--- config.mk ---
export PLATFORM = sky130hd
export DESIGN_NAME = adc_conversion_sequencer
export DESIGN_NICKNAME = d
export VERILOG_FILES = /design/src/adc_phi_div.v /design/src/adc_conversion_sequencer.v
export VERILOG_INCLUDE_DIRS = /design/src /design/src/src
export SDC_FILE = /design/constraint.sdc
export NUM_CORES = 1
export LEC_CHECK = 0
export BUFFER_PORTS_ARGS = -buffer_cell sky130_fd_sc_hd__buf_4
export CAP_MARGIN = 30
export CORE_ASPECT_RATIO = 0.75
export CORE_MARGIN = 2
export CORE_UTILIZATION = 57
export CTS_CLUSTER_SIZE = 10
export DETAILED_ROUTE_END_ITERATION = 6
export PLACE_DENSITY = 0.8
export SLEW_MARGIN = 10
export SYNTH_ARGS = -nofsm -noshare
export SYNTH_HDL_FRONTEND = slang
export SYNTH_SLANG_ARGS = --single-unit
--- constraint.sdc ---
create_clock -name mclk -period 3 [get_ports mclk]
set_input_delay 0.3 -clock mclk [delete_from_list [all_inputs] [get_ports mclk]]
set_output_delay 0.3 -clock mclk [all_outputs]
set_load 0.02 [all_outputs]
--- src/adc_seq_consts.vh ---
`ifndef ADC_SEQ_CONSTS_VH
`define ADC_SEQ_CONSTS_VH

`define OFS_MODE 8'h00
`define OFS_INSEL 8'h04
`define OFS_CTRL0 8'h08
`define OFS_CTRL1 8'h0c
`define OFS_GAIN 8'h10
`define OFS_RESULT 8'h20
`define OFS_RESULT_LAST 8'h3c

`define MODE_ONESHOT 3'h0
`define MODE_REP0 3'h2
`define MODE_REP1 3'h3
`define MODE_SWEEP 3'h4
`define MODE_REPSWEEP 3'h6

`define TRIG_SW 2'h0
`define TRIG_TIMER 2'h1
`define TRIG_COMPARE 2'h2
`define TRIG_EXT 2'h3

`define START_CYC_DIV1 3'h2
`define START_CYC_DIV2 3'h3
`define START_CYC_DIV4 3'h4
`define START_CYC_DIV8 3'h6
`define CONV_PHI_PLAIN 6'd40
`define CONV_PHI_ASSIST 6'd42
`define ASSIST_PHI 6'd2
`define TAIL_CYC 2'h2
`define END_CYC 2'h2

`endif

--- src/adc_phi_div.v ---
`timescale 1ns/1ps
// conversion clock enable: one pulse every 1, 2, 4 or 8 base cycles
module adc_phi_div (
  // clock and reset
  input wire mclk,
  input wire rstn,
  // control
  input wire [1:0] divSel,
  input wire restart,
  // enable out
  output reg phiTick
);
  reg [2:0] cnt_q;
  wire [2:0] limit = (3'h1 << divSel) - 3'h1;

  always @(posedge mclk or negedge rstn) begin
    if (!rstn) begin
      cnt_q <= 3'h0;
      phiTick <= 1'b0;
    end else if (restart) begin
      cnt_q <= 3'h0;
      phiTick <= (limit == 3'h0);
    end else begin
      if (cnt_q >= limit) begin
        cnt_q <= 3'h0;
      end else begin
        cnt_q <= cnt_q + 3'h1;
      end
      // tick stands in the cycle in which the counter sits at its limit
      phiTick <= (cnt_q >= limit) ? (limit == 3'h0) : (cnt_q + 3'h1 == limit);
    end
  end
endmodule // adc_phi_div

--- src/adc_conversion_sequencer.v ---
`timescale 1ns/1ps
`include "adc_seq_consts.vh"
module adc_conversion_sequencer (
  // clock and reset
  input wire mclk,
  input wire rstn,
  // axi4-lite write address, data and response
  input wire awvalid,
  output reg awready,
  input wire [7:0] awaddr,
  input wire wvalid,
  output reg wready,
  input wire [31:0] wdata,
  input wire [3:0] wstrb,
  output reg bvalid,
  input wire bready,
  output reg [1:0] bresp,
  // axi4-lite read
  input wire arvalid,
  output reg arready,
  input wire [7:0] araddr,
  output reg rvalid,
  input wire rready,
  output reg [31:0] rdata,
  output reg [1:0] rresp,
  // trigger sources
  input wire firstTimerFlag,
  input wire firstTimerIrqEnable,
  input wire [2:0] priorityLevel,
  input wire [3:0] matchFlag,
  input wire [3:0] channelTriggerEnable,
  input wire compareOutputMode,
  input wire externalTriggerPin,
  input wire extInputEnable,
  input wire portDirectionBit,
  // analog front end
  input wire [9:0] convData,
  output reg [2:0] anaChan,
  output reg anaRefSel,
  output reg [2:0] gainSel,
  output reg anaPowerOn,
  output reg convRun,
  output reg assistActive,
  output reg assistLevel,
  output reg tenBitMode,
  // conversion request
  output reg convIrq
);
  localparam S_IDLE = 6'h01;
  localparam S_START = 6'h02;
  localparam S_CONV = 6'h04;
  localparam S_TAIL = 6'h08;
  localparam S_GAP = 6'h10;
  localparam S_END = 6'h20;

  reg [5:0] state_q;
  reg [7:0] modeReg_q;
  reg [7:0] inselReg_q;
  reg [7:0] ctrl1_q;
  reg [2:0] gain_q;
  reg startFlag_q;
  reg [2:0] startCnt_q;
  reg [5:0] phiCnt_q;
  reg [1:0] tailCnt_q;
  reg [2:0] slot_q;
  reg [9:0] convHold_q;
  reg [2:0] holdIdx_q;
  reg timerPrev_q;
  reg [3:0] matchPrev_q;
  reg pinPrev_q;
  reg phiRestart_q;
  reg awHave_q;
  reg wHave_q;
  reg [7:0] awAddr_q;
  reg [31:0] wData_q;
  reg [3:0] wStrb_q;
  reg [9:0] result [0:7];

  wire phiTick;
  wire [2:0] mode = modeReg_q[5:3];
  wire [1:0] trigSel = modeReg_q[7:6];
  wire [1:0] divSel = modeReg_q[1:0];
  wire [1:0] sweepCnt = inselReg_q[5:4];
  wire [2:0] chSel = inselReg_q[2:0];
  wire sweepMode = (mode == `MODE_SWEEP) || (mode == `MODE_REPSWEEP);
  wire rep1Mode = (mode == `MODE_REP1);
  wire repeatMode = (mode == `MODE_REP0) || rep1Mode || (mode == `MODE_REPSWEEP);
  wire assistOn = ctrl1_q[6];
  wire refOn = ctrl1_q[0] && !sweepMode;
  wire running = !state_q[0] && !state_q[1];
  wire wrFire = awHave_q && wHave_q && !bvalid;
  wire wrCtrl0 = wrFire && (awAddr_q == `OFS_CTRL0) && wStrb_q[0];

  // edge detectors on the trigger inputs
  wire timerRise = firstTimerFlag && !timerPrev_q && firstTimerIrqEnable &&
    (priorityLevel == 3'h0);
  wire compareRise = compareOutputMode &&
    (|(matchFlag & ~matchPrev_q & channelTriggerEnable));
  wire pinFall = !externalTriggerPin && pinPrev_q && extInputEnable &&
    !portDirectionBit;
  reg trigFire;
  always @* begin
    case (trigSel)
      `TRIG_SW: trigFire = 1'b1;
      `TRIG_TIMER: trigFire = timerRise;
      `TRIG_COMPARE: trigFire = compareRise;
      default: trigFire = pinFall;
    endcase
  end

  reg [2:0] startLen;
  always @* begin
    case (divSel)
      2'h0: startLen = `START_CYC_DIV1;
      2'h1: startLen = `START_CYC_DIV2;
      2'h2: startLen = `START_CYC_DIV4;
      default: startLen = `START_CYC_DIV8;
    endcase
  end

  // last slot index: sweep of 7 pins runs 8 slots
  reg [2:0] lastSlot;
  always @* begin
    if (sweepMode) begin
      case (sweepCnt)
        2'h0: lastSlot = 3'h1;
        2'h1: lastSlot = 3'h3;
        2'h2: lastSlot = 3'h5;
        default: lastSlot = 3'h7;
      endcase
    end else if (rep1Mode) begin
      lastSlot = 3'h7;
    end else begin
      lastSlot = 3'h0;
    end
  end

  wire [5:0] convLen = assistOn ? `CONV_PHI_ASSIST : `CONV_PHI_PLAIN;
  // a tick left over from before the divider restart is not a conversion cycle
  wire convDone = state_q[2] && phiTick && !phiRestart_q && (phiCnt_q == convLen - 6'd1);
  wire tailDone = state_q[3] && (tailCnt_q == `TAIL_CYC - 2'h1);
  wire endDone = state_q[5] && (tailCnt_q == `END_CYC - 2'h1);
  wire lastNow = (slot_q == lastSlot);
  wire deferLast = lastNow && !repeatMode;
  wire dummySlot = sweepMode && (sweepCnt == 2'h3) && (slot_q == 3'h7);
  wire [2:0] slotIdx = (sweepMode || rep1Mode) ? slot_q : (refOn ? 3'h0 : chSel);
  wire resWe = (tailDone && !deferLast && !dummySlot) || endDone;
  wire [2:0] resIdx = endDone ? holdIdx_q : slotIdx;
  wire [9:0] resData = endDone ? convHold_q : convData;

  adc_phi_div phiDiv (
    .mclk(mclk),
    .rstn(rstn),
    .divSel(divSel),
    .restart(phiRestart_q),
    .phiTick(phiTick)
  );

  // result store has no reset and no bus write path
  always @(posedge mclk) begin
    if (resWe) begin
      result[resIdx] <= resData;
    end
  end

  // register file and start flag
  always @(posedge mclk or negedge rstn) begin
    if (!rstn) begin
      modeReg_q <= 8'h00;
      inselReg_q <= 8'h00;
      ctrl1_q <= 8'h00;
      gain_q <= 3'h0;
      startFlag_q <= 1'b0;
    end else begin
      if (wrFire && wStrb_q[0]) begin
        case (awAddr_q)
          `OFS_MODE: modeReg_q <= {wData_q[7:3], 1'b0, wData_q[1:0]};
          `OFS_INSEL: inselReg_q <= {2'h0, wData_q[5:4], 1'b0, wData_q[2:0]};
          `OFS_CTRL1: ctrl1_q <= {wData_q[7:4], 3'h0, wData_q[0]};
          `OFS_GAIN: gain_q <= wData_q[2:0];
          default: ;
        endcase
      end
      if (wrCtrl0) begin
        startFlag_q <= wData_q[0];
      end else if (endDone) begin
        startFlag_q <= 1'b0;
      end
    end
  end

  // sequencer
  always @(posedge mclk or negedge rstn) begin
    if (!rstn) begin
      state_q <= S_IDLE;
      startCnt_q <= 3'h0;
      phiCnt_q <= 6'h00;
      tailCnt_q <= 2'h0;
      slot_q <= 3'h0;
      convHold_q <= 10'h000;
      holdIdx_q <= 3'h0;
      timerPrev_q <= 1'b0;
      matchPrev_q <= 4'h0;
      pinPrev_q <= 1'b1;
      phiRestart_q <= 1'b0;
      convIrq <= 1'b0;
    end else begin
      timerPrev_q <= firstTimerFlag;
      matchPrev_q <= matchFlag;
      pinPrev_q <= externalTriggerPin;
      phiRestart_q <= 1'b0;
      convIrq <= 1'b0;
      if (!startFlag_q && !state_q[0]) begin
        state_q <= S_IDLE;
      end else begin
        case (state_q)
          S_IDLE: begin
            if (startFlag_q && trigFire) begin
              state_q <= S_START;
              startCnt_q <= startLen;
              slot_q <= 3'h0;
            end
          end
          S_START: begin
            startCnt_q <= startCnt_q - 3'h1;
            if (startCnt_q == 3'h1) begin
              state_q <= S_CONV;
              phiCnt_q <= 6'h00;
              phiRestart_q <= 1'b1;
            end
          end
          S_CONV: begin
            if (phiTick && !phiRestart_q) begin
              phiCnt_q <= phiCnt_q + 6'h01;
            end
            if (convDone) begin
              state_q <= S_TAIL;
              tailCnt_q <= 2'h0;
            end
          end
          S_TAIL: begin
            tailCnt_q <= tailCnt_q + 2'h1;
            if (tailDone) begin
              convHold_q <= convData;
              holdIdx_q <= slotIdx;
              tailCnt_q <= 2'h0;
              if (deferLast) begin
                state_q <= S_END;
              end else begin
                state_q <= S_GAP;
                phiRestart_q <= 1'b1;
                if (lastNow) begin
                  slot_q <= 3'h0;
                  convIrq <= (mode != `MODE_REP0);
                end else begin
                  slot_q <= slot_q + 3'h1;
                end
              end
            end
          end
          S_GAP: begin
            if (phiTick && !phiRestart_q) begin
              state_q <= S_CONV;
              phiCnt_q <= 6'h00;
            end
          end
          S_END: begin
            tailCnt_q <= tailCnt_q + 2'h1;
            if (endDone) begin
              state_q <= S_IDLE;
              convIrq <= 1'b1;
            end
          end
          default: state_q <= S_IDLE;
        endcase
      end
    end
  end

  // analog front-end controls
  always @(posedge mclk or negedge rstn) begin
    if (!rstn) begin
      anaChan <= 3'h0;
      anaRefSel <= 1'b0;
      gainSel <= 3'h0;
      anaPowerOn <= 1'b0;
      convRun <= 1'b0;
      assistActive <= 1'b0;
      assistLevel <= 1'b0;
      tenBitMode <= 1'b0;
    end else begin
      anaChan <= sweepMode ? slot_q : chSel;
      anaRefSel <= refOn;
      gainSel <= gain_q;
      anaPowerOn <= ctrl1_q[5];
      convRun <= state_q[2];
      assistActive <= state_q[2] && assistOn && (phiCnt_q < `ASSIST_PHI);
      assistLevel <= ctrl1_q[7];
      tenBitMode <= ctrl1_q[4];
    end
  end

  // axi4-lite slave
  always @(posedge mclk or negedge rstn) begin
    if (!rstn) begin
      awready <= 1'b1;
      wready <= 1'b1;
      bvalid <= 1'b0;
      bresp <= 2'h0;
      awHave_q <= 1'b0;
      wHave_q <= 1'b0;
      awAddr_q <= 8'h00;
      wData_q <= 32'h0000_0000;
      wStrb_q <= 4'h0;
      arready <= 1'b1;
      rvalid <= 1'b0;
      rdata <= 32'h0000_0000;
      rresp <= 2'h0;
    end else begin
      if (awvalid && awready) begin
        awHave_q <= 1'b1;
        awAddr_q <= awaddr;
        awready <= 1'b0;
      end
      if (wvalid && wready) begin
        wHave_q <= 1'b1;
        wData_q <= wdata;
        wStrb_q <= wstrb;
        wready <= 1'b0;
      end
      if (wrFire) begin
        awHave_q <= 1'b0;
        wHave_q <= 1'b0;
        bvalid <= 1'b1;
        bresp <= (awAddr_q[1:0] != 2'h0 || awAddr_q > `OFS_RESULT_LAST ||
          (awAddr_q > `OFS_GAIN && awAddr_q < `OFS_RESULT)) ? 2'h2 : 2'h0;
      end
      if (bvalid && bready) begin
        bvalid <= 1'b0;
        awready <= 1'b1;
        wready <= 1'b1;
      end
      if (arvalid && arready) begin
        arready <= 1'b0;
        rvalid <= 1'b1;
        rresp <= 2'h0;
        rdata <= 32'h0000_0000;
        if (araddr[1:0] != 2'h0) begin
          rresp <= 2'h2;
        end else if (araddr >= `OFS_RESULT && araddr <= `OFS_RESULT_LAST) begin
          rdata <= {22'h0, result[araddr[4:2]]};
        end else begin
          case (araddr)
            `OFS_MODE: rdata <= {24'h0, modeReg_q};
            `OFS_INSEL: rdata <= {24'h0, inselReg_q};
            `OFS_CTRL0: rdata <= {31'h0, startFlag_q && running};
            `OFS_CTRL1: rdata <= {24'h0, ctrl1_q};
            `OFS_GAIN: rdata <= {29'h0, gain_q};
            default: rresp <= 2'h2;
          endcase
        end
      end
      if (rvalid && rready) begin
        rvalid <= 1'b0;
        arready <= 1'b1;
      end
    end
  end
endmodule // adc_conversion_sequencer

==> metrics.md <==
| Metric | Value |
|---|---|
| Hold path depth | 2 |
| Transition time at the pin with the least slew margin | 704 ps |
| Ratio of total power to cell area | 616 nW/µm² |
| Worst Hold Slack | 30.8 ps |
| Clock transition time at the flip-flop clock pins of the worst setup and hold paths | 70 ps |
| RSZ-0062 raised after global routing | false |
| Sink count of the clock tree | 194 |
| DR pass1 iterations | 5 |
| Initial standard-cell utilization of the core | 58.1% |
| Delay contributed by the slowest stage of the critical path | 490 ps |
| Number of antenna violations at the first check in global routing | 0 |
| Antenna-violating nets left | 0 |
| Outcome | finished, final reports clean |
| Wire length of the first global-routing pass | 30.4 mm |
| H-tree lvl count | 4 |
| Quantity of hold-fixing buffers added after cts | 7 |
| Final slew viol count | 0 |
| Total placed cells including tap cells | 922 |
| Count of filler cells inserted in the layout | 1056 |
| Area added between synthesis and finish | 16.3% |
| Final hold violation count | 0 |
| Post-synth ARST share | 58.8% |
| Critical path, cell by cell | and2b_4, a2bb2oi_1, o211ai_2, nand3_1, a2bb2oi_1, nor2_1, buf_4 |
| Worst path bufs/invs | 1 |
| Critical Path Source Type | flop |
| Number of standard cells in the layout, taps in and fillers out | 961 |
| Type of the worst min-delay path | in -> reg |
| Sequential fraction of the synthesis area | 59.7% |
| Final wirelength | 18.8 mm |
| Global routing usage summed across all routing layers | 24.1% |
| Startpoint of the worst register-to-register path | modeReg_q[5]$_DFFE_PN0P_ |
| Largest net degree at the start of global routing | 68 |
| Die Ht | 112 µm |
| Residual DRC count | 0 |
| Clock tree from TritonCTS | built |
| P_int | 4.64 mW |
| Predominant post-synthesis flop cell | sky130_fd_sc_hd__dfrtp_1 |
| I/O Buffers | 88 |
| Share of power burned in registers | 51.6% |
| Critical hold path startpoint | wvalid |
| # nets final | 839 |
| Share of the cycle needed by the critical path after routing | 84.9% |
| Placeable Area | 15200 µm² |
| Number of global-route vias before repair | 5746 |
| Most common cell on crit path | sky130_fd_sc_hd__a2bb2oi_1 |
| Max-cap violations | 0 |
| Fraction of final layout cells sized beyond drive strength 1 | 32.1% |
| Total setup buffers inserted after CTS | 0 |
| Total Power | 6.32 mW |
| Worst slew margin relative to its limit | 52.6% |
| Horizontal die dimension | 148 µm |
| Count of antenna diodes in the layout | 0 |
| CP max stage cell | sky130_fd_sc_hd__nor2_1 |
| Clock latency on the worst-skew pair | 440 ps |
| Die outline area | 16500 µm² |
| Setup Skew | 11.2 ps |
| Critical path endpoint category | flop |
| Static Leakage | 4.40 nW |
| IO Pins | 140 |
| Yosys warning count | 0 |
| Kind of cell with the highest combined delay on the critical path | simple AND/OR/NAND/NOR gates |
| Relative contribution of the clock network to total power | 33.4% |
| Final estimated routing congestion in global placement | 0.829 |
| Max Buffers Root-to-Sink | 2 |
| Type of the setup path with the least slack | reg -> reg |
| Flip-flop and latch count after synthesis | 194 |
| Area of the multi-input gates | 3280 µm² |
| End of the worst hold path | wready$_DFFE_PN1P_ |
| Required @ worst endpoint | 3140 ps |
| Worst setup slack for register-to-register paths | 450 ps |
| Number of flops mapped to enable cells by yosys | 80 |
| Maximum clock frequency | 393 MHz |
| Worst Path Max Fanout | 7 |
| Via count | 5662 |
| Via density | 5.89 |
| Number of instances in the synthesized netlist | 641 |
| Synthesized area per cell | 13.7 µm² |
| Destination of the worst register-to-register timing path | result[7][7]$_DFFE_PP_ |
| Net load switching power | 1.68 mW |
| Total Neg Setup Slack | 0 ps |
| TritonCTS buffer count | 17 |
| Reg area | 5260 µm² |
| Post_cts resized | 0 |
| Part of the total power dissipated in combinational logic | 15.0% |
| Proportion of total power due to net switching | 26.6% |
| Number of rows in the core area | 39 |
| Yosys cell types | 78 |
| Clock root buffer | sky130_fd_sc_hd__clkbuf_16 |
| Cell Area, Synth | 8810 µm² |
| DRC violation total after the first TritonRoute iteration | 489 |
| Data arrival time of the critical path | 2680 ps |
| Maximum VDD drop | 502 µV |
| Gr ovfl total | 0 |
| Detail-routed net length per standard cell | 19.5 µm |
| Detailed placement HPWL | 13.1 mm |
| Setup violators final | 0 |
| Minimum clock period | 2550 ps |
| Number of cells on the worst reg-to-reg path | 7 |
how the worst max path moves through the flow:
| stage | startpoint | to | slack [ps] | cells past startpoint |
|---|---|---|---|---|
| 2_1_floorplan | modeReg_q[5]$_DFFE_PN0P_ | result[2][0]$_DFFE_PP_ | 720 | 6 |
| 3_3_place_gp | modeReg_q[3]$_DFFE_PN0P_ | result[7][2]$_DFFE_PP_ | 410 | 6 |
| 3_5_place_dp | modeReg_q[5]$_DFFE_PN0P_ | result[7][2]$_DFFE_PP_ | 530 | 7 |
| 4_1_cts | modeReg_q[5]$_DFFE_PN0P_ | result[7][7]$_DFFE_PP_ | 480 | 7 |
| 5_1_grt | modeReg_q[3]$_DFFE_PN0P_ | result[7][7]$_DFFE_PP_ | 330 | 7 |
| 6_report | modeReg_q[5]$_DFFE_PN0P_ | result[7][7]$_DFFE_PP_ | 450 | 7 |
metal layers:
metal / GRT usage (%) / routed length, µm / vias to the layer above
li1: - / - / 2547
met1: 35.1 / 8390 / 2836
met2: 35.8 / 8460 / 259
met3: 6.48 / 1700 / 20
met4: 8.01 / 209 / 0
met5: 0 / 0 / -
cell type report:
| class | instances | area share (%) |
|---|---|---|
| sequential | 194 | 51.3 |
| tap | 205 | 2.50 |
| clock buffer | 24 | 4.91 |
| inverter | 15 | 0.549 |
| clock inverter | 8 | 0.488 |
| timing repair buffer | 108 | 8.20 |
| multi-input combinational | 407 | 32.0 |
Yosys cell counts (9+ instances only):
master / n / area (µm²)
sky130_fd_sc_hd__dfrtp_1: 109 / 2730
sky130_fd_sc_hd__mux2_2: 68 / 766
sky130_fd_sc_hd__ha_1: 10 / 125
sky130_fd_sc_hd__nand3_1: 9 / 45.0
sky130_fd_sc_hd__a21oi_1: 17 / 85.1
sky130_fd_sc_hd__nor2b_1: 15 / 93.8
sky130_fd_sc_hd__mux4_2: 20 / 450
sky130_fd_sc_hd__nor2_1: 34 / 128
sky130_fd_sc_hd__edfxtp_1: 80 / 2400
sky130_fd_sc_hd__inv_1: 14 / 52.6
sky130_fd_sc_hd__mux2i_1: 18 / 180
sky130_fd_sc_hd__nand2_1: 42 / 158
sky130_fd_sc_hd__clkbuf_1: 13 / 48.8
sky130_fd_sc_hd__buf_4: 25 / 188
sky130_fd_sc_hd__o21ai_0: 27 / 135
cell usage in the layout (no fill, tap or decap), drive strengths merged, types with 3 or more instances in the layout:
cell         count
a21o             3
a21oi           17
a22o             8
a22oi            5
a31oi            3
and3             5
buf            101
clkbuf          24
clkinv           6
conb            24
dfrtp          109
dfstp            5
dlygate4sd3      7
edfxtp          80
ha              10
inv             17
mux2            72
mux2i           18
mux4            20
nand2           43
nand2b           5
nand3            9
nand3b           7
nand4            5
nor2            36
nor2b           16
nor3             4
nor3b            3
nor4             4
o211ai           5
o21a             3
o21ai           27
o22ai            6
o31ai            5
o41ai            3
or3              4
or4              3
state kept, by name, indices dropped and copies added (netlist names), 4 cells and up:
name         count
ctrl1_q          5
inselReg_q       5
matchPrev_q      4
modeReg_q        7
wData_q          8
phiCnt_q         6
convHold_q      10
rdata           10
awAddr_q         8
state_q          6
result          80
per-stage QoR:
step	worst slack (ps)	util [%]	area [µm²]
after floorplan	723	-	8900
after global placement	409	63.4	9620
after detailed placement	533	63.5	9630
after CTS	476	67.6	10300
after global routing	334	67.6	10300
final	454	67.6	10300
power groups by stage:
stage / Sequential, mW / Combinational (mW) / Clock, mW
2_1_floorplan: 3.26 / 0.640 / 0
3_3_place_gp: 3.29 / 0.896 / 0
5_1_grt: 3.30 / 1.03 / 2.26
6_report: 3.26 / 0.947 / 2.11
3_5_place_dp: 3.31 / 0.933 / 0
4_1_cts: 3.26 / 0.948 / 2.14
cells by family after synthesis:
group	count (synthesis)	synth area share, %
other	1	0.0425
flip-flops	194	59.7
buffers and inverters	63	4.02
adder cells (fa/ha/maj)	10	1.42
multiplexers	110	16.4
AO/OA/AOI/OAI	102	8.01
XOR/XNOR	3	0.383
AND/OR/NAND/NOR	158	10.1
Power figures use the tool's default switching activity.
